==> src/core/nrz_rz_defines.svh <==
// Constants shared by the NRZ to RZ encoder and its measurement buffer.
// Assumes a single 10 MHz clock domain; all counts are in clock cycles.
`ifndef NRZ_RZ_DEFINES_SVH
`define NRZ_RZ_DEFINES_SVH

// Clock period of clk_in in ns
`define CLK_PERIOD_NS 100

// Width of bit-time counts and of measurement words
`define BT_W 16

// Default bit time; nothing reads it, the period after reset comes from bit_time_cfg_in
`define BT_DEFAULT 16'h0064

// Shortest period the pulse timer runs: one high cycle, one low cycle
`define BT_MIN 16'h0002

// Increment and saturation value of the gap counter
`define BT_ONE 16'h0001
`define BT_SAT 16'hffff

// Words held by the measurement buffer
`define MEAS_DEPTH 16

`endif

==> src/core/nrz_rz_pkg.sv <==
// Types of the NRZ to RZ encoder.
// Assumes nrz_rz_defines.svh is on the include path.
`include "nrz_rz_defines.svh"

package nrz_rz_pkg;

    // Which external cell input carries the NRZ stream
    typedef enum logic {
        SRC_INPUT_A,
        SRC_INPUT_B
    } src_sel_t;

    // Whole state of the encoder top
    typedef struct packed {
        logic a_meta;
        logic a_sync;
        logic b_meta;
        logic b_sync;
        logic nrz_prev;
        logic [`BT_W-1:0] phase;
        logic [`BT_W-1:0] period;
        logic pulse;
        logic rz_out;
        logic [`BT_W-1:0] gap_cnt;
        logic seen_edge;
        logic [`BT_W-1:0] min_bt;
        logic min_valid;
        logic pend;
        logic [`BT_W-1:0] pend_data;
        logic overflow;
    } encoder_state_t;

endpackage

==> src/core/meas_fifo.sv <==
// First-in first-out buffer with a registered head word.
// Assumes one clock; push and pop use valid/ready, a word moves when both are high.
module meas_fifo #(
    parameter int WIDTH = 16,
    parameter int DEPTH = 16
) (
    // Clock and reset
    input wire logic clk_in,
    input wire logic rst_n_in,
    // Filling side
    input wire logic push_valid_in,
    input wire logic [WIDTH-1:0] push_data_in,
    output logic push_ready_out,
    // Draining side
    output logic pop_valid_out,
    output logic [WIDTH-1:0] pop_data_out,
    input wire logic pop_ready_in
);
    localparam int AW = (DEPTH > 1) ? $clog2(DEPTH) : 1;
    localparam int CW = $clog2(DEPTH + 1);
    localparam logic [CW-1:0] FULL_CNT = CW'(DEPTH);
    localparam logic [AW-1:0] LAST_PTR = AW'(DEPTH - 1);

    typedef struct packed {
        logic [AW-1:0] wr;
        logic [AW-1:0] rd;
        logic [CW-1:0] count;
        logic head_valid;
        logic [WIDTH-1:0] head;
    } fifo_state_t;

    fifo_state_t st_r;
    fifo_state_t st_nxt;
    logic [WIDTH-1:0] mem [DEPTH];
    logic push;
    logic load;

    // The head register keeps the output off the memory read mux
    assign push_ready_out = (st_r.count != FULL_CNT);
    assign push = push_valid_in & push_ready_out;
    assign load = (st_r.count != '0) & (~st_r.head_valid | pop_ready_in);
    assign pop_valid_out = st_r.head_valid;
    assign pop_data_out = st_r.head;

    always_comb begin
        st_nxt = st_r;
        if (push) begin
            st_nxt.wr = (st_r.wr == LAST_PTR) ? '0 : st_r.wr + AW'(1);
        end
        if (load) begin
            st_nxt.head = mem[st_r.rd];
            st_nxt.head_valid = 1'b1;
            st_nxt.rd = (st_r.rd == LAST_PTR) ? '0 : st_r.rd + AW'(1);
        end else if (pop_ready_in) begin
            st_nxt.head_valid = 1'b0;
        end
        unique case ({push, load})
            2'b10: st_nxt.count = st_r.count + CW'(1);
            2'b01: st_nxt.count = st_r.count - CW'(1);
            default: st_nxt.count = st_r.count;
        endcase
    end

    always_ff @(posedge clk_in) begin
        if (!rst_n_in) begin
            st_r <= '0;
        end else begin
            st_r <= st_nxt;
        end
    end

    always_ff @(posedge clk_in) begin
        if (push) begin
            mem[st_r.wr] <= push_data_in;
        end
    end

endmodule

==> src/core/nrz_to_rz_encoder.sv <==
// NRZ to RZ line encoder: a logic cell in AND-OR form gating the NRZ input
// with a half-bit pulse from a triggered timer, plus a bit-time capture unit
// whose measured gaps wait in a small buffer for a reader.
// Assumes both cell inputs are asynchronous pins and all control inputs come
// from logic on clk_in. Outputs reach the pin one register after the decision,
// three clock edges after the selected pin changes.
`include "nrz_rz_defines.svh"

// Contract
// RL1 - Source holds high for one, low for zero
// RL2 - One: high first half; zero: low throughout
// RL3 - Pulse high T/2, low rest of T
// RL4 - Timer triggered by the logic cell edges
// RL5 - NRZ taken from input A or B
// RL6 - Pulse reaches the cell internally, no pin
// RL7 - Cell combines NRZ and pulse AND-OR
// RL8 - Capture measures bit time, may set period
// RL9 - Result drives the dedicated cell output pin
// RL10 - Output is NRZ AND pulse, boundary aligned
// RL11 - Each trigger restarts the high half-period
module nrz_to_rz_encoder #(
    parameter int MEAS_DEPTH = `MEAS_DEPTH
) (
    // Clock and reset
    input wire logic clk_in,
    input wire logic rst_n_in,
    // External cell inputs
    input wire logic cell_input_a_in,
    input wire logic cell_input_b_in,
    // Configuration
    input wire nrz_rz_pkg::src_sel_t src_sel_in,
    input wire logic encode_enable_in,
    input wire logic [`BT_W-1:0] bit_time_cfg_in,
    input wire logic auto_period_in,
    input wire logic measure_restart_in,
    // Line output and timer view
    output logic cell_output_pin_out,
    output logic pulse_out,
    output logic [`BT_W-1:0] period_out,
    // Bit-time measurements
    output logic measure_valid_out,
    output logic [`BT_W-1:0] measure_data_out,
    input wire logic measure_ready_in,
    output logic measure_overflow_out
);
    import nrz_rz_pkg::*;

    encoder_state_t st_r;
    encoder_state_t st_nxt;

    logic nrz;
    logic trig;
    logic [`BT_W-1:0] period;
    logic [`BT_W-1:0] half;
    logic [`BT_W-1:0] pos;
    logic pulse;
    logic [`BT_W-1:0] interval;
    logic meas_event;
    logic fifo_ready;
    logic consumed;
    logic nrz_rise;
    logic nrz_fall;
    logic wrap;
    logic cell_data;
    logic cell_ref;
    logic cell_and;
    logic new_min;
    logic lost;

    // Selected, synchronised NRZ level; only the second flops are read here
    always_comb begin
        nrz = (src_sel_in == SRC_INPUT_A) ? st_r.a_sync : st_r.b_sync; // [RL5]
    end

    // Every NRZ edge is a bit boundary and triggers the timer. Moving the source
    // select while the two pins differ gives one false edge, so switch when idle.
    assign nrz_rise = nrz & ~st_r.nrz_prev;
    assign nrz_fall = ~nrz & st_r.nrz_prev;
    assign trig = nrz_rise | nrz_fall; // [RL4] [RL1]

    // Period comes from the measured minimum gap once one is known. The minimum
    // only ever falls, so a source that slows down needs a measurement restart.
    always_comb begin
        if (auto_period_in && st_r.min_valid) begin
            period = st_r.min_bt; // [RL8]
        end else begin
            period = bit_time_cfg_in;
        end
        // A period below two cycles cannot hold a high and a low half
        if (period < `BT_MIN) begin
            period = `BT_MIN;
        end
    end

    // Odd periods round the high half down
    assign half = period >> 1; // [RL3]

    // Last cycle of a bit; without a trigger the timer starts the next bit here
    assign wrap = (st_r.phase >= period - `BT_ONE);

    // Position in the current bit; a trigger forces the start of a bit, which
    // also clears any drift between the timer and the source
    always_comb begin
        if (trig) begin
            pos = '0; // [RL11]
        end else if (wrap) begin
            pos = '0;
        end else begin
            pos = st_r.phase + `BT_ONE;
        end
    end

    // Pulse stays internal and feeds the gate below directly; it is high for the
    // first half of every bit whether or not the bit is a one
    assign pulse = (pos < half); // [RL3] [RL6]

    // Data gates of the cell: the selected pin and the pulse as reference clock
    assign cell_data = nrz; // [RL5]
    assign cell_ref = pulse; // [RL6]

    // AND-OR function; the OR term has no second product in this use, so the
    // output is the product of data and reference with true polarity
    assign cell_and = cell_data & cell_ref; // [RL7] [RL10]

    // Gap between edges, counted in cycles, saturating on long idle runs
    // so that a long idle run never wraps into a short false bit time
    assign interval = (st_r.gap_cnt == `BT_SAT) ? `BT_SAT : st_r.gap_cnt + `BT_ONE;

    // First edge after reset or restart has no valid gap before it
    assign meas_event = trig & st_r.seen_edge;
    assign consumed = st_r.pend & fifo_ready;

    // A gap shorter than any seen so far becomes the bit-time estimate
    assign new_min = meas_event & (~st_r.min_valid | (interval < st_r.min_bt));

    // A gap is lost when the word before it still waits for room in the buffer
    assign lost = meas_event & st_r.pend & ~consumed;

    always_comb begin
        st_nxt = st_r;

        // Two-flop synchronisers for both pins; both always run, so a source
        // switch finds a settled level on the newly selected pin
        st_nxt.a_meta = cell_input_a_in;
        st_nxt.a_sync = st_r.a_meta;
        st_nxt.b_meta = cell_input_b_in;
        st_nxt.b_sync = st_r.b_meta;
        st_nxt.nrz_prev = nrz;

        // Half-bit pulse timer
        st_nxt.phase = pos;
        st_nxt.period = period;
        st_nxt.pulse = pulse;

        // Enable gates only the line; timer and capture keep running while low
        st_nxt.rz_out = encode_enable_in & cell_and; // [RL7] [RL10] [RL2]

        // Bit-time capture
        if (trig) begin
            st_nxt.gap_cnt = '0; // [RL8]
            st_nxt.seen_edge = 1'b1;
        end else begin
            st_nxt.gap_cnt = interval;
        end

        if (measure_restart_in) begin
            // Restart forgets the estimate; an edge now starts a new first gap
            st_nxt.min_valid = 1'b0;
            st_nxt.seen_edge = trig;
            st_nxt.overflow = 1'b0;
        end else if (new_min) begin
            // Shortest gap seen is one bit time; longer gaps are runs
            st_nxt.min_bt = interval; // [RL8]
            st_nxt.min_valid = 1'b1;
        end

        // One word waits for the buffer. A loss sets the flag even when a
        // restart clears it in the same cycle, so no dropped word goes unseen.
        if (lost) begin
            st_nxt.overflow = 1'b1; // [RL8]
        end else if (meas_event && !measure_restart_in) begin
            st_nxt.pend = 1'b1;
            st_nxt.pend_data = interval;
        end else if (consumed) begin
            st_nxt.pend = 1'b0;
        end
    end

    always_ff @(posedge clk_in) begin
        if (!rst_n_in) begin
            st_r <= '0;
        end else begin
            st_r <= st_nxt;
        end
    end

    // Measurement buffer; a stalled reader fills it and then holds the word.
    // Words held: DEPTH in the buffer, one in its head and one pending; beyond
    // that a new gap sets the overflow flag instead of stalling the capture.
    meas_fifo #(
        .WIDTH(`BT_W),
        .DEPTH(MEAS_DEPTH)
    ) u_meas_fifo (
        .clk_in(clk_in),
        .rst_n_in(rst_n_in),
        .push_valid_in(st_r.pend),
        .push_data_in(st_r.pend_data),
        .push_ready_out(fifo_ready),
        .pop_valid_out(measure_valid_out),
        .pop_data_out(measure_data_out),
        .pop_ready_in(measure_ready_in)
    );

    // Registered drive of the dedicated pin, so no gate glitch reaches the link;
    // the pulse and period outputs let a user watch the timer
    assign cell_output_pin_out = st_r.rz_out; // [RL9]
    assign pulse_out = st_r.pulse;
    assign period_out = st_r.period;
    assign measure_overflow_out = st_r.overflow;

endmodule

==> config.mk <==
export PLATFORM = sky130hd
export DESIGN_NAME = nrz_to_rz_encoder
export DESIGN_NICKNAME = d
export VERILOG_FILES = /design/src/core/nrz_rz_pkg.sv /design/src/core/meas_fifo.sv /design/src/core/nrz_to_rz_encoder.sv
export VERILOG_INCLUDE_DIRS = /design/src /design/src/core
export SDC_FILE = /design/constraint.sdc
export NUM_CORES = 1
export LEC_CHECK = 0
export BUFFER_PORTS_ARGS = -buffer_cell sky130_fd_sc_hd__buf_2
export CORE_AREA = 2 2 197 343
export DETAILED_ROUTE_END_ITERATION = 8
export DIE_AREA = 0 0 199 345
export PLACE_DENSITY = 0.4
export SETUP_SLACK_MARGIN = 0.2
export SYNTH_ARGS = -nofsm -noshare
export SYNTH_HDL_FRONTEND = slang
export SYNTH_SLANG_ARGS = --single-unit
==> constraint.sdc <==
create_clock -name clk_in -period 14.3 [get_ports clk_in]
set_input_delay 2.86 -clock clk_in [delete_from_list [all_inputs] [get_ports clk_in]]
set_output_delay 2.86 -clock clk_in [all_outputs]
set_load 0.01 [all_outputs]
==> results of run 1 <==
[flip-flops by register name (all words and copies together), names as in the netlist]
register,flops
st_nxt,2
u_meas_fifo.pop_valid_out,1
cell_output_pin_out,1
u_meas_fifo.pop_data_out,16
measure_overflow_out,1
u_meas_fifo.mem,256
u_meas_fifo.st_r,13
period_out,16
pulse_out,1
st_r,70
[worst paths after layout]
kind	slack (ns)	end	cells past startpoint	from
worst max-delay path	5.81	cell_output_pin_out$_SDFF_PN0_	22	auto_period_in
worst min register to register	0.43	st_r[87]$_SDFF_PN0_	1	st_nxt[87]$_SDFF_PN0_
worst max register to register	7.51	cell_output_pin_out$_SDFF_PN0_	18	st_r[18]$_SDFFE_PP0P_
worst min-delay path	0.43	st_r[87]$_SDFF_PN0_	1	st_nxt[87]$_SDFF_PN0_
[routing by layer]
metal	share of wire (%)	global-route usage (%)
met4	3.4	4.87
met3	3.0	1.73
met1	38	14.2
met5	0.021	0
met2	56	25.1
[power by group]
part / switching (mW) / leakage, nW / internal [mW]
sequential: 0.0685 / 3.33 / 1.18
clock: 0.453 / 0.698 / 0.683
combinational: 0.229 / 2.49 / 0.263
total: 0.750 / 6.53 / 2.13
[placed cells by master, fill, tap and decap left out, types with 10 or more instances in the layout]
master     count
nand4_1       14
nor3_1        10
a311oi_1      10
inv_1         39
a21oi_1       40
nand2_1       71
and3_1        13
buf_4         16
ha_1          57
and2_1        15
xor2_1        19
o21ai_1       17
nor2_1       113
buf_2         60
a211oi_1      16
edfxtp_1     256
mux2i_1       28
mux4_2        80
clkbuf_16     43
xnor2_1       24
nand3_1       17
dfxtp_1      119
[worst reg2reg max path, stage by stage (launching register included)]
cell and delay [ns]:
dfxtp_1 0.80, nand2_1 0.75, mux2i_1 0.72, nand4b_1 0.35
nor4bb_2 0.42, xor2_1 0.11, ha_1 0.33, nand4_1 0.15
or3_1 0.39, or4_1 0.42, nand4_1 0.50, nor2_1 0.14
ha_1 0.32, nand4_1 0.20, nor4_1 0.39, o31ai_1 0.17
o21a_1 0.19, o21ai_1 0.20, nor4b_2 0.08
[area by class of cell]
cell class | instances | area (um2) | share of cell area (%)
Tap cell | 889 | 1110 | 5.87
Multi-Input combinational cell | 654 | 5710 | 30.1
Clock inverter | 26 | 337 | 1.78
Inverter | 40 | 150 | 0.792
Sequential cell | 377 | 10100 | 53.4
Timing Repair Buffer | 76 | 420 | 2.22
Clock buffer | 52 | 1110 | 5.85
[kinds of logic after synthesis]
family,Yosys count,synth area share (%)
AOI/OAI and AO/OA,141,5.91
and+or+nand+nor,303,8.80
DFF,377,62.0
xor gates and xnor gates,43,2.31
adders and majority gates,58,4.50
buffers and inverters,121,3.64
muxes,109,12.8
==> impl_metrics.json, run 1 <==
{
  "status": "finished, final reports clean",
  "relSlewSlack_pct": 25.4,
  "rsz0062_at_grt": "no",
  "synth-seq-cells": 377,
  "layout-drive-gt1-share_pct": 20.4,
  "die-height_um": 345,
  "avgSynthCellArea_um2": 14.2,
  "powerDensity_nw_per_um2": 152,
  "initial_core_util_pct": 24.6,
  "route.vias.total": 9446,
  "max-cap-violations": 0,
  "ys_seq_area_share_pct": 62.0,
  "cts_resized": 0,
  "first_iter_violations": 506,
  "cts_made_buffers": 42,
  "cts.sinks": 377,
  "grt_pass1_wl_um": 65500,
  "dp_slack_ns": 5.25,
  "ys_types": 66,
  "syn_area_um2": 16300,
  "antenna_left": 0,
  "grt_max_degree": 44,
  "die_w_um": 199,
  "wire_per_inst_um": 20.7,
  "yosysWarnings": 0,
  "drv_slew": 0,
  "fin_cells": 2114,
  "fin_util_pct": 28.7,
  "hold_class": "flop to flop",
  "syn_to_final_growth_pct": 16.3,
  "yosys-top-cells-area": "edfxtp_1, dfxtp_1, mux4_2",
  "placed_area_um2": 17500,
  "cts_root_buffer": "clkbuf_16",
  "rows": 125,
  "synth_nets": 1235,
  "portBuffers": 60,
  "track_usage_pct": 13.0,
  "whs_ns": 0.430,
  "fin_nets": 1274,
  "clk_pin_slew_ns": 0.06,
  "crit_chain": "buf_2 > a211o_1 > a222oi_1 > a31o_2 > ha_1 > nand3b_1 > a21o_1 > a211oi_1 > xor2_1 > ha_1 > nand4_1 > or3_1 > or4_1 > nand4_1 > nor2_1 > ha_1 > nand4_1 > nor4_1 > o31ai_1 > o21a_1 > o21ai_1 > nor4b_2",
  "dp_cells": 2036,
  "yosysTopAreaCell": "edfxtp_1",
  "cp_slowest_cell": "a222oi_1",
  "post_drt_via_cell_ratio": 4.47,
  "hold_violations": 0,
  "cp_max_fo": 18,
  "worstSetupStartpointType": "input port",
  "timing.final.ws_setup_ns": 5.81,
  "coreArea_um2": 66200,
  "fin_crit_ns": 8.49,
  "yosysMostFrequentCell": "edfxtp_1",
  "finalSetupViolCount": 0,
  "grt_overflow_total": 0,
  "fmax_mhz": 118,
  "drc_errors": 0,
  "leakagePower_nw": 6.53,
  "postCtsSetupBuffers": 0,
  "power.total_mw": 2.88,
  "skew_ns": 0.0169,
  "yosys-top-cells-count": "edfxtp_1, nor2_1, dfxtp_1, mux4_2, nand2_1",
  "worstSkewPairLatency_ns": 0.55,
  "fillCellCount": 6746,
  "worst_pin_slew_ns": 1.12,
  "vdd_drop_max_mv": 0.0923,
  "setup_tns_ns": 0,
  "grt_pass1_vias": 10124,
  "clock_path_buffers": 3,
  "syn_inst": 1152,
  "crit_family": "compound AO/OA/AOI/OAI gates",
  "num_antenna_cells": 0,
  "synth-edff-count": 256,
  "critPathRequiredTime_ns": 14.71,
  "fin_crit_sh_pct": 59.4,
  "postCtsHoldBufs": 0,
  "gp_congestion": 0.859,
  "first_pass_iters": 4,
  "antenna_found_initial": 1,
  "io_pins": 61,
  "routed_wl_um": 43800,
  "slowest_delay_ns": 0.70,
  "dp_hpwl_um": 29000,
  "synth_ff_type": "edfxtp_1",
  "async_reset_ff_share_pct": 0,
  "cts_tree": "done",
  "cp.arrival_ns": 8.90,
  "worstSetupPathType": "input port to flop",
  "cts.htree.levels": 2,
  "final_area_um2": 19000,
  "synth_top_area_share_pct": 47.1,
  "die_area_um2": 68700,
  "path_buf_inv": 1,
  "crit_path_end_kind": "flop"
}
(Power assumes the default switching activity.)
==> run 2: changes to the inputs <==
--- a/config.mk
+++ b/config.mk
@@ -10,7 +10,7 @@
 export CORE_AREA = 2 2 197 343
 export DETAILED_ROUTE_END_ITERATION = 8
 export DIE_AREA = 0 0 199 345
-export PLACE_DENSITY = 0.4
+export PLACE_DENSITY = 0.41
 export SETUP_SLACK_MARGIN = 0.2
 export SYNTH_ARGS = -nofsm -noshare
 export SYNTH_HDL_FRONTEND = slang
==> constraint.sdc (replaced) <==
create_clock -name clk_in -period 7.3 [get_ports clk_in]
set_input_delay 1.46 -clock clk_in [delete_from_list [all_inputs] [get_ports clk_in]]
set_output_delay 1.46 -clock clk_in [all_outputs]
set_load 0.01 [all_outputs]
==> run 2 against run 1 <==
Die area unchanged. Non-clock buffer count increased by 21. Count of clock-buffer cells in the layout decreased by 3. Critical path type unchanged. Worst setup slack lost 5.2 ns.
==> impl_metrics.json, run 2 (synthesized netlist as in run 1, its figures left out) <==
{
  "postCtsSetupBuffers": 0,
  "worstSetupPathType": "input port to flop",
  "fin_crit_sh_pct": 91.8,
  "cp.arrival_ns": 7.09,
  "fin_nets": 1293,
  "worstSetupStartpointType": "input port",
  "skew_ns": 0.0176,
  "route.vias.total": 9461,
  "powerDensity_nw_per_um2": 281,
  "cts.htree.levels": 2,
  "grt_overflow_total": 0,
  "cts_resized": 0,
  "io_pins": 61,
  "min_from": "st_nxt[89]$_SDFF_PN0_",
  "coreArea_um2": 66200,
  "final_common_cell": "edfxtp_1",
  "grt_pass1_wl_um": 64800,
  "slowest_delay_ns": 0.66,
  "grt_max_degree": 57,
  "vdd_drop_max_mv": 0.181,
  "antenna_left": 0,
  "cts_root_buffer": "clkbuf_16",
  "antenna_found_initial": 0,
  "max-cap-violations": 0,
  "crit_path_end_kind": "flop",
  "leakagePower_nw": 6.70,
  "fin_crit_ns": 6.70,
  "post_drt_via_cell_ratio": 4.44,
  "track_usage_pct": 12.9,
  "cts_made_buffers": 40,
  "cp_slowest_cell": "a222oi_1",
  "crit_family": "compound AO/OA/AOI/OAI gates",
  "whs_ns": 0.436,
  "rsz0062_at_grt": "no",
  "portBuffers": 60,
  "first_pass_iters": 5,
  "wire_per_inst_um": 20.5,
  "worstSetupStartpoint": "auto_period_in",
  "path_buf_inv": 2,
  "die-height_um": 345,
  "hold_class": "flop to flop",
  "routed_wl_um": 43600,
  "largest_register_ffs": 256,
  "clock_path_buffers": 3,
  "crit_chain": "buf_2 > a211o_1 > a222oi_1 > a31o_2 > ha_1 > nand3b_1 > a21o_1 > a211oi_1 > xor2_1 > ha_1 > nand4_1 > or3_1 > or4_1 > nand4_1 > buf_12 > nor2_1 > ha_1 > nand4_1 > nor4_1 > o31ai_1 > o21a_1 > o21ai_1 > nor4b_2",
  "rrSetupSlack_ns": 1.16,
  "cts_tree": "done",
  "critPathRequiredTime_ns": 7.69,
  "drv_slew": 0,
  "worst_pin_slew_ns": 1.05,
  "relSlewSlack_pct": 29.5,
  "drc_errors": 0,
  "gp_congestion": 0.871,
  "rows": 125,
  "num_antenna_cells": 0,
  "postCtsHoldBufs": 0,
  "clk_pin_slew_ns": 0.05,
  "grt_pass1_vias": 9922,
  "most-common-layout-cells": "edfxtp_1, dfxtp_1, nor2_1",
  "dp_hpwl_um": 29400,
  "setup_tns_ns": 0,
  "die_w_um": 199,
  "dp_slack_ns": 0.0247,
  "finalSetupViolCount": 0,
  "status": "finished, final reports clean",
  "reg.largest.list": "u_meas_fifo.mem x256, st_r x70",
  "timing.rr.start": "st_r[18]$_SDFFE_PP0P_",
  "syn_to_final_growth_pct": 15.9,
  "power.total_mw": 5.32,
  "worstSkewPairLatency_ns": 0.55,
  "layout-drive-gt1-share_pct": 21.9,
  "initial_core_util_pct": 24.6,
  "fmax_mhz": 149,
  "cts.sinks": 377,
  "first_iter_violations": 452,
  "timing.final.ws_setup_ns": 0.600,
  "largest-register": "u_meas_fifo.mem",
  "cp_max_fo": 18,
  "hold_violations": 0,
  "die_area_um2": 68700
}
run 2: cell types whose count changed in the layout (fill, tap and decap cells not counted), moves of 2 or more:
cell / previous run / this run
nor2_2: 4 / 12
nor2_4: 8 / 0
clkinv_4: 0 / 2
buf_4: 16 / 36
clkbuf_8: 0 / 4
clkbuf_16: 43 / 40
clkinv_2: 7 / 10
clkbuf_1: 9 / 4
bufinv_16: 7 / 1
run 2: cell type report:
type	instances	area, um2
Fill cell	6744	47300
Sequential cell	377	10100
Multi-Input combinational cell	654	5670
Tap cell	889	1110
Clock buffer	49	1080
Timing Repair Buffer	97	591
Clock inverter	23	180
Inverter	40	150
run 2: path summary, 6_finish.rpt:
| kind | endpoint | depth (start not counted) |
|---|---|---|
| max | cell_output_pin_out$_SDFF_PN0_ | 23 |
| min reg2reg | st_r[89]$_SDFF_PN0_ | 1 |
| max reg2reg | cell_output_pin_out$_SDFF_PN0_ | 23 |
| min | st_r[89]$_SDFF_PN0_ | 1 |
run 2: power breakdown:
part | internal [mW] | total [mW] | switching, mW
clock network | 1.10 | 1.96 | 0.866
registers | 2.32 | 2.42 | 0.0961
logic | 0.468 | 0.937 | 0.469
total | 3.88 | 5.32 | 1.43
run 2: layer usage:
metal / vias to the layer above / GRT usage [%] / part of all wire, %
met1: 4795 / 13.9 / 38
met2: 164 / 24.9 / 56
met3: 63 / 1.56 / 2.7
met4: 0 / 4.98 / 3.5
met5: - / 0 / 0
li1: 4439 / - / -
run 2: per-stage QoR:
step	util [%]	cells	area [um2]
global placement	26.7	2057	17600
finish	28.6	2129	18900
detailed placement	26.7	2057	17600
CTS	28.6	2129	18900
global route	28.6	2129	18900
floorplan	-	1152	16300
run 2: worst register-to-register path: stages (launching register included):
cell	delay [ns]
dfxtp_1	0.40
buf_4	0.23
a211o_1	0.31
a222oi_1	0.66
a31o_2	0.30
ha_1	0.21
nand3b_1	0.15
a21o_1	0.25
a211oi_1	0.31
xor2_1	0.11
ha_1	0.30
nand4_1	0.13
or3_1	0.41
or4_1	0.44
nand4_1	0.17
buf_12	0.16
nor2_1	0.05
ha_1	0.33
nand4_1	0.13
nor4_1	0.30
o31ai_1	0.15
o21a_1	0.19
o21ai_1	0.21
nor4b_2	0.08
==> run 3: changes to the inputs <==
--- a/config.mk
+++ b/config.mk
@@ -7,11 +7,12 @@
 export NUM_CORES = 1
 export LEC_CHECK = 0
 export BUFFER_PORTS_ARGS = -buffer_cell sky130_fd_sc_hd__buf_2
-export CORE_AREA = 2 2 197 343
+export CORE_AREA = 2 2 198 346
 export DETAILED_ROUTE_END_ITERATION = 8
-export DIE_AREA = 0 0 199 345
+export DIE_AREA = 0 0 200 348
 export PLACE_DENSITY = 0.41
 export SETUP_SLACK_MARGIN = 0.2
 export SYNTH_ARGS = -nofsm -noshare
 export SYNTH_HDL_FRONTEND = slang
+export SYNTH_HIERARCHICAL = 1
 export SYNTH_SLANG_ARGS = --single-unit
==> run 3 against run 2 <==
Cell area is 0.64% higher. Combinational power shrank 23%. Area after synthesis increased by 1.3%. Power fell by 1.2%. Clock skew decreased by 0.00057 ns. Wire length up 6.5%. Sequential power hardly changed. Non-clock buffer count is 8 lower. Critical path depth grew 1. Largest power group unchanged. Highest routed layer is now met5.
==> impl_metrics.json, run 3 <==
{
  "final_common_cell": "edfxtp_1",
  "fin_crit_sh_pct": 87.0,
  "synth_ff_type": "edfxtp_1",
  "async_reset_ff_share_pct": 0,
  "ys_types": 70,
  "cts.sinks": 377,
  "cp_slowest_cell": "nor4_1",
  "clk_pin_slew_ns": 0.06,
  "powerDensity_nw_per_um2": 276,
  "yosysTopAreaCell": "edfxtp_1",
  "track_usage_pct": 13.5,
  "clock_path_buffers": 3,
  "synth_top_area_share_pct": 46.5,
  "coreArea_um2": 67000,
  "cp.arrival_ns": 6.79,
  "synth-seq-cells": 377,
  "syn_inst": 1260,
  "power_frac_seq_pct": 46.3,
  "syn_to_final_growth_pct": 15.1,
  "route.vias.total": 10129,
  "yosys-top-cells-area": "edfxtp_1, dfxtp_1, mux2i_1",
  "grt_max_degree": 59,
  "grt_pass1_wl_um": 68700,
  "layout-drive-gt1-share_pct": 16.9,
  "yosys-top-cells-count": "edfxtp_1, dfxtp_1, nor2_1, mux2i_1, nand2_1",
  "swShare_pct": 26.8,
  "postCtsHoldBufs": 0,
  "worstSetupPathType": "input port to flop",
  "hold_class": "flop to flop",
  "worst_pin_slew_ns": 1.20,
  "dp_hpwl_um": 30800,
  "antenna_left": 0,
  "grt_overflow_total": 0,
  "p_comb_share_pct": 13.8,
  "cts_made_buffers": 42,
  "syn_area_um2": 16500,
  "fmax_mhz": 157,
  "status": "finished, final reports clean",
  "first_iter_violations": 495,
  "drv_slew": 0,
  "reg.largest.list": "u_meas_fifo/mem x256, st_r x70",
  "grt_pass1_vias": 10397,
  "postCtsSetupBuffers": 0,
  "first_pass_iters": 4,
  "critPathRequiredTime_ns": 7.74,
  "skew_ns": 0.0170,
  "crit_chain": "buf_2 > nor4bb_1 > o22ai_1 > nor4b_2 > or2_2 > ha_1 > nand2_1 > nor4_1 > nand3_1 > xnor2_1 > ha_1 > nand2_1 > nor2_1 > a211o_1 > or2_4 > or2_4 > nor2_1 > ha_1 > a21o_1 > a21oi_1 > o22ai_1 > nor2_1 > a211oi_1 > a2111oi_2",
  "largest-register": "u_meas_fifo/mem",
  "yosysMostFrequentCell": "edfxtp_1",
  "synth_nets": 1341,
  "wire_per_inst_um": 20.8,
  "drc_errors": 0,
  "ys_seq_area_share_pct": 61.2,
  "portBuffers": 60,
  "cts_resized": 0,
  "antenna_found_initial": 2,
  "die_area_um2": 69600,
  "synth-edff-count": 256,
  "power.internal_mw": 3.85,
  "rows": 126,
  "crit_path_end_kind": "flop",
  "p_switching_mw": 1.41,
  "fillCellCount": 6825,
  "crit_family": "simple AND/OR/NAND/NOR gates",
  "most-common-layout-cells": "edfxtp_1, dfxtp_1, nor2_1",
  "worstSetupStartpointType": "input port",
  "clkPwrFrac_pct": 39.9,
  "routed_wl_um": 46400,
  "cp_max_fo": 14,
  "cts.htree.levels": 2,
  "cts_tree": "done",
  "max-cap-violations": 0,
  "vdd_drop_max_mv": 0.196,
  "rsz0062_at_grt": "no",
  "hold_violations": 0,
  "power.total_mw": 5.25,
  "leakagePower_nw": 6.75,
  "io_pins": 61,
  "initial_core_util_pct": 24.7,
  "die-height_um": 348,
  "fin_crit_ns": 6.35,
  "setup_tns_ns": 0,
  "gp_congestion": 0.817,
  "avgSynthCellArea_um2": 13.1,
  "num_antenna_cells": 0,
  "post_drt_via_cell_ratio": 4.55,
  "slowest_delay_ns": 0.45,
  "path_buf_inv": 1,
  "yosysWarnings": 6,
  "cts_root_buffer": "clkbuf_16",
  "worstSkewPairLatency_ns": 0.55,
  "largest_register_ffs": 256,
  "die_w_um": 200,
  "fin_nets": 1379,
  "whs_ns": 0.445,
  "finalSetupViolCount": 0,
  "relSlewSlack_pct": 19.6
}
==> run 3: changes by cell type after synthesis, sizes merged, moves of 6 or more <==
cell    delta
or2        +6
xor2       +6
a211oi    +20
o22ai     +34
nor2       -7
mux4      -48
buf       +19
mux2i     +65
inv        +8
a31oi     +14
xnor2      -9
==> run 3: cell type report <==
type	count	area [um2]	area share, %
clock buffer	61	1190	6.28
clock inverter	17	154	0.809
inverter	47	176	0.928
multi-input combinational	741	5740	30.2
sequential	377	10100	53.2
tap	896	1120	5.90
timing repair buffer	89	518	2.72
==> run 3: path summary, 6_finish.rpt <==
path / from / endpoint / slack, ns / depth (start not counted)
max: auto_period_in / cell_output_pin_out$_SDFF_PN0_ / 0.95 / 24
min reg2reg: st_nxt[89]$_SDFF_PN0_ / st_r[89]$_SDFF_PN0_ / 0.44 / 1
max reg2reg: st_r[18]$_SDFFE_PP0P_ / cell_output_pin_out$_SDFF_PN0_ / 1.38 / 23
min: st_nxt[89]$_SDFF_PN0_ / st_r[89]$_SDFF_PN0_ / 0.44 / 1
==> run 3: metrics by stage <==
stage | worst slack, ns | util, % | instances | cell area, um2
after floorplan | 1.22 | - | 1260 | 16500
after global placement | 0.530 | 26.4 | 2150 | 17700
after detailed placement | 0.423 | 26.4 | 2150 | 17700
after CTS | 0.981 | 28.4 | 2228 | 19000
after global routing | 0.567 | 28.4 | 2228 | 19000
final | 0.950 | 28.4 | 2228 | 19000
==> run 3: layer usage <==
| metal | up-vias | global-route usage, % | wire, um |
|---|---|---|---|
| met2 | 169 | 25.8 | 25300 |
| met3 | 67 | 1.91 | 1600 |
| met5 | - | 0 | 13 |
| met1 | 5114 | 15.1 | 18300 |
| li1 | 4777 | - | - |
| met4 | 2 | 4.14 | 1090 |
==> run 3: power groups by stage <==
stage / logic, mW / clock network (mW) / registers, mW
2_1_floorplan: 0.613 / 0 / 2.41
3_3_place_gp: 0.734 / 0 / 2.49
3_5_place_dp: 0.740 / 0 / 2.48
4_1_cts: 0.742 / 2.17 / 2.44
5_1_grt: 0.792 / 2.25 / 2.45
6_report: 0.724 / 2.10 / 2.43
==> run 3: kinds of logic after synthesis <==
group / Yosys count / synth area share [%]
flops: 377 / 61.2
simple gates: 306 / 9.12
compound gates: 211 / 8.59
buf+inv: 142 / 4.48
mux: 128 / 10.2
fa+ha+maj: 56 / 4.24
xor+xnor: 40 / 2.17
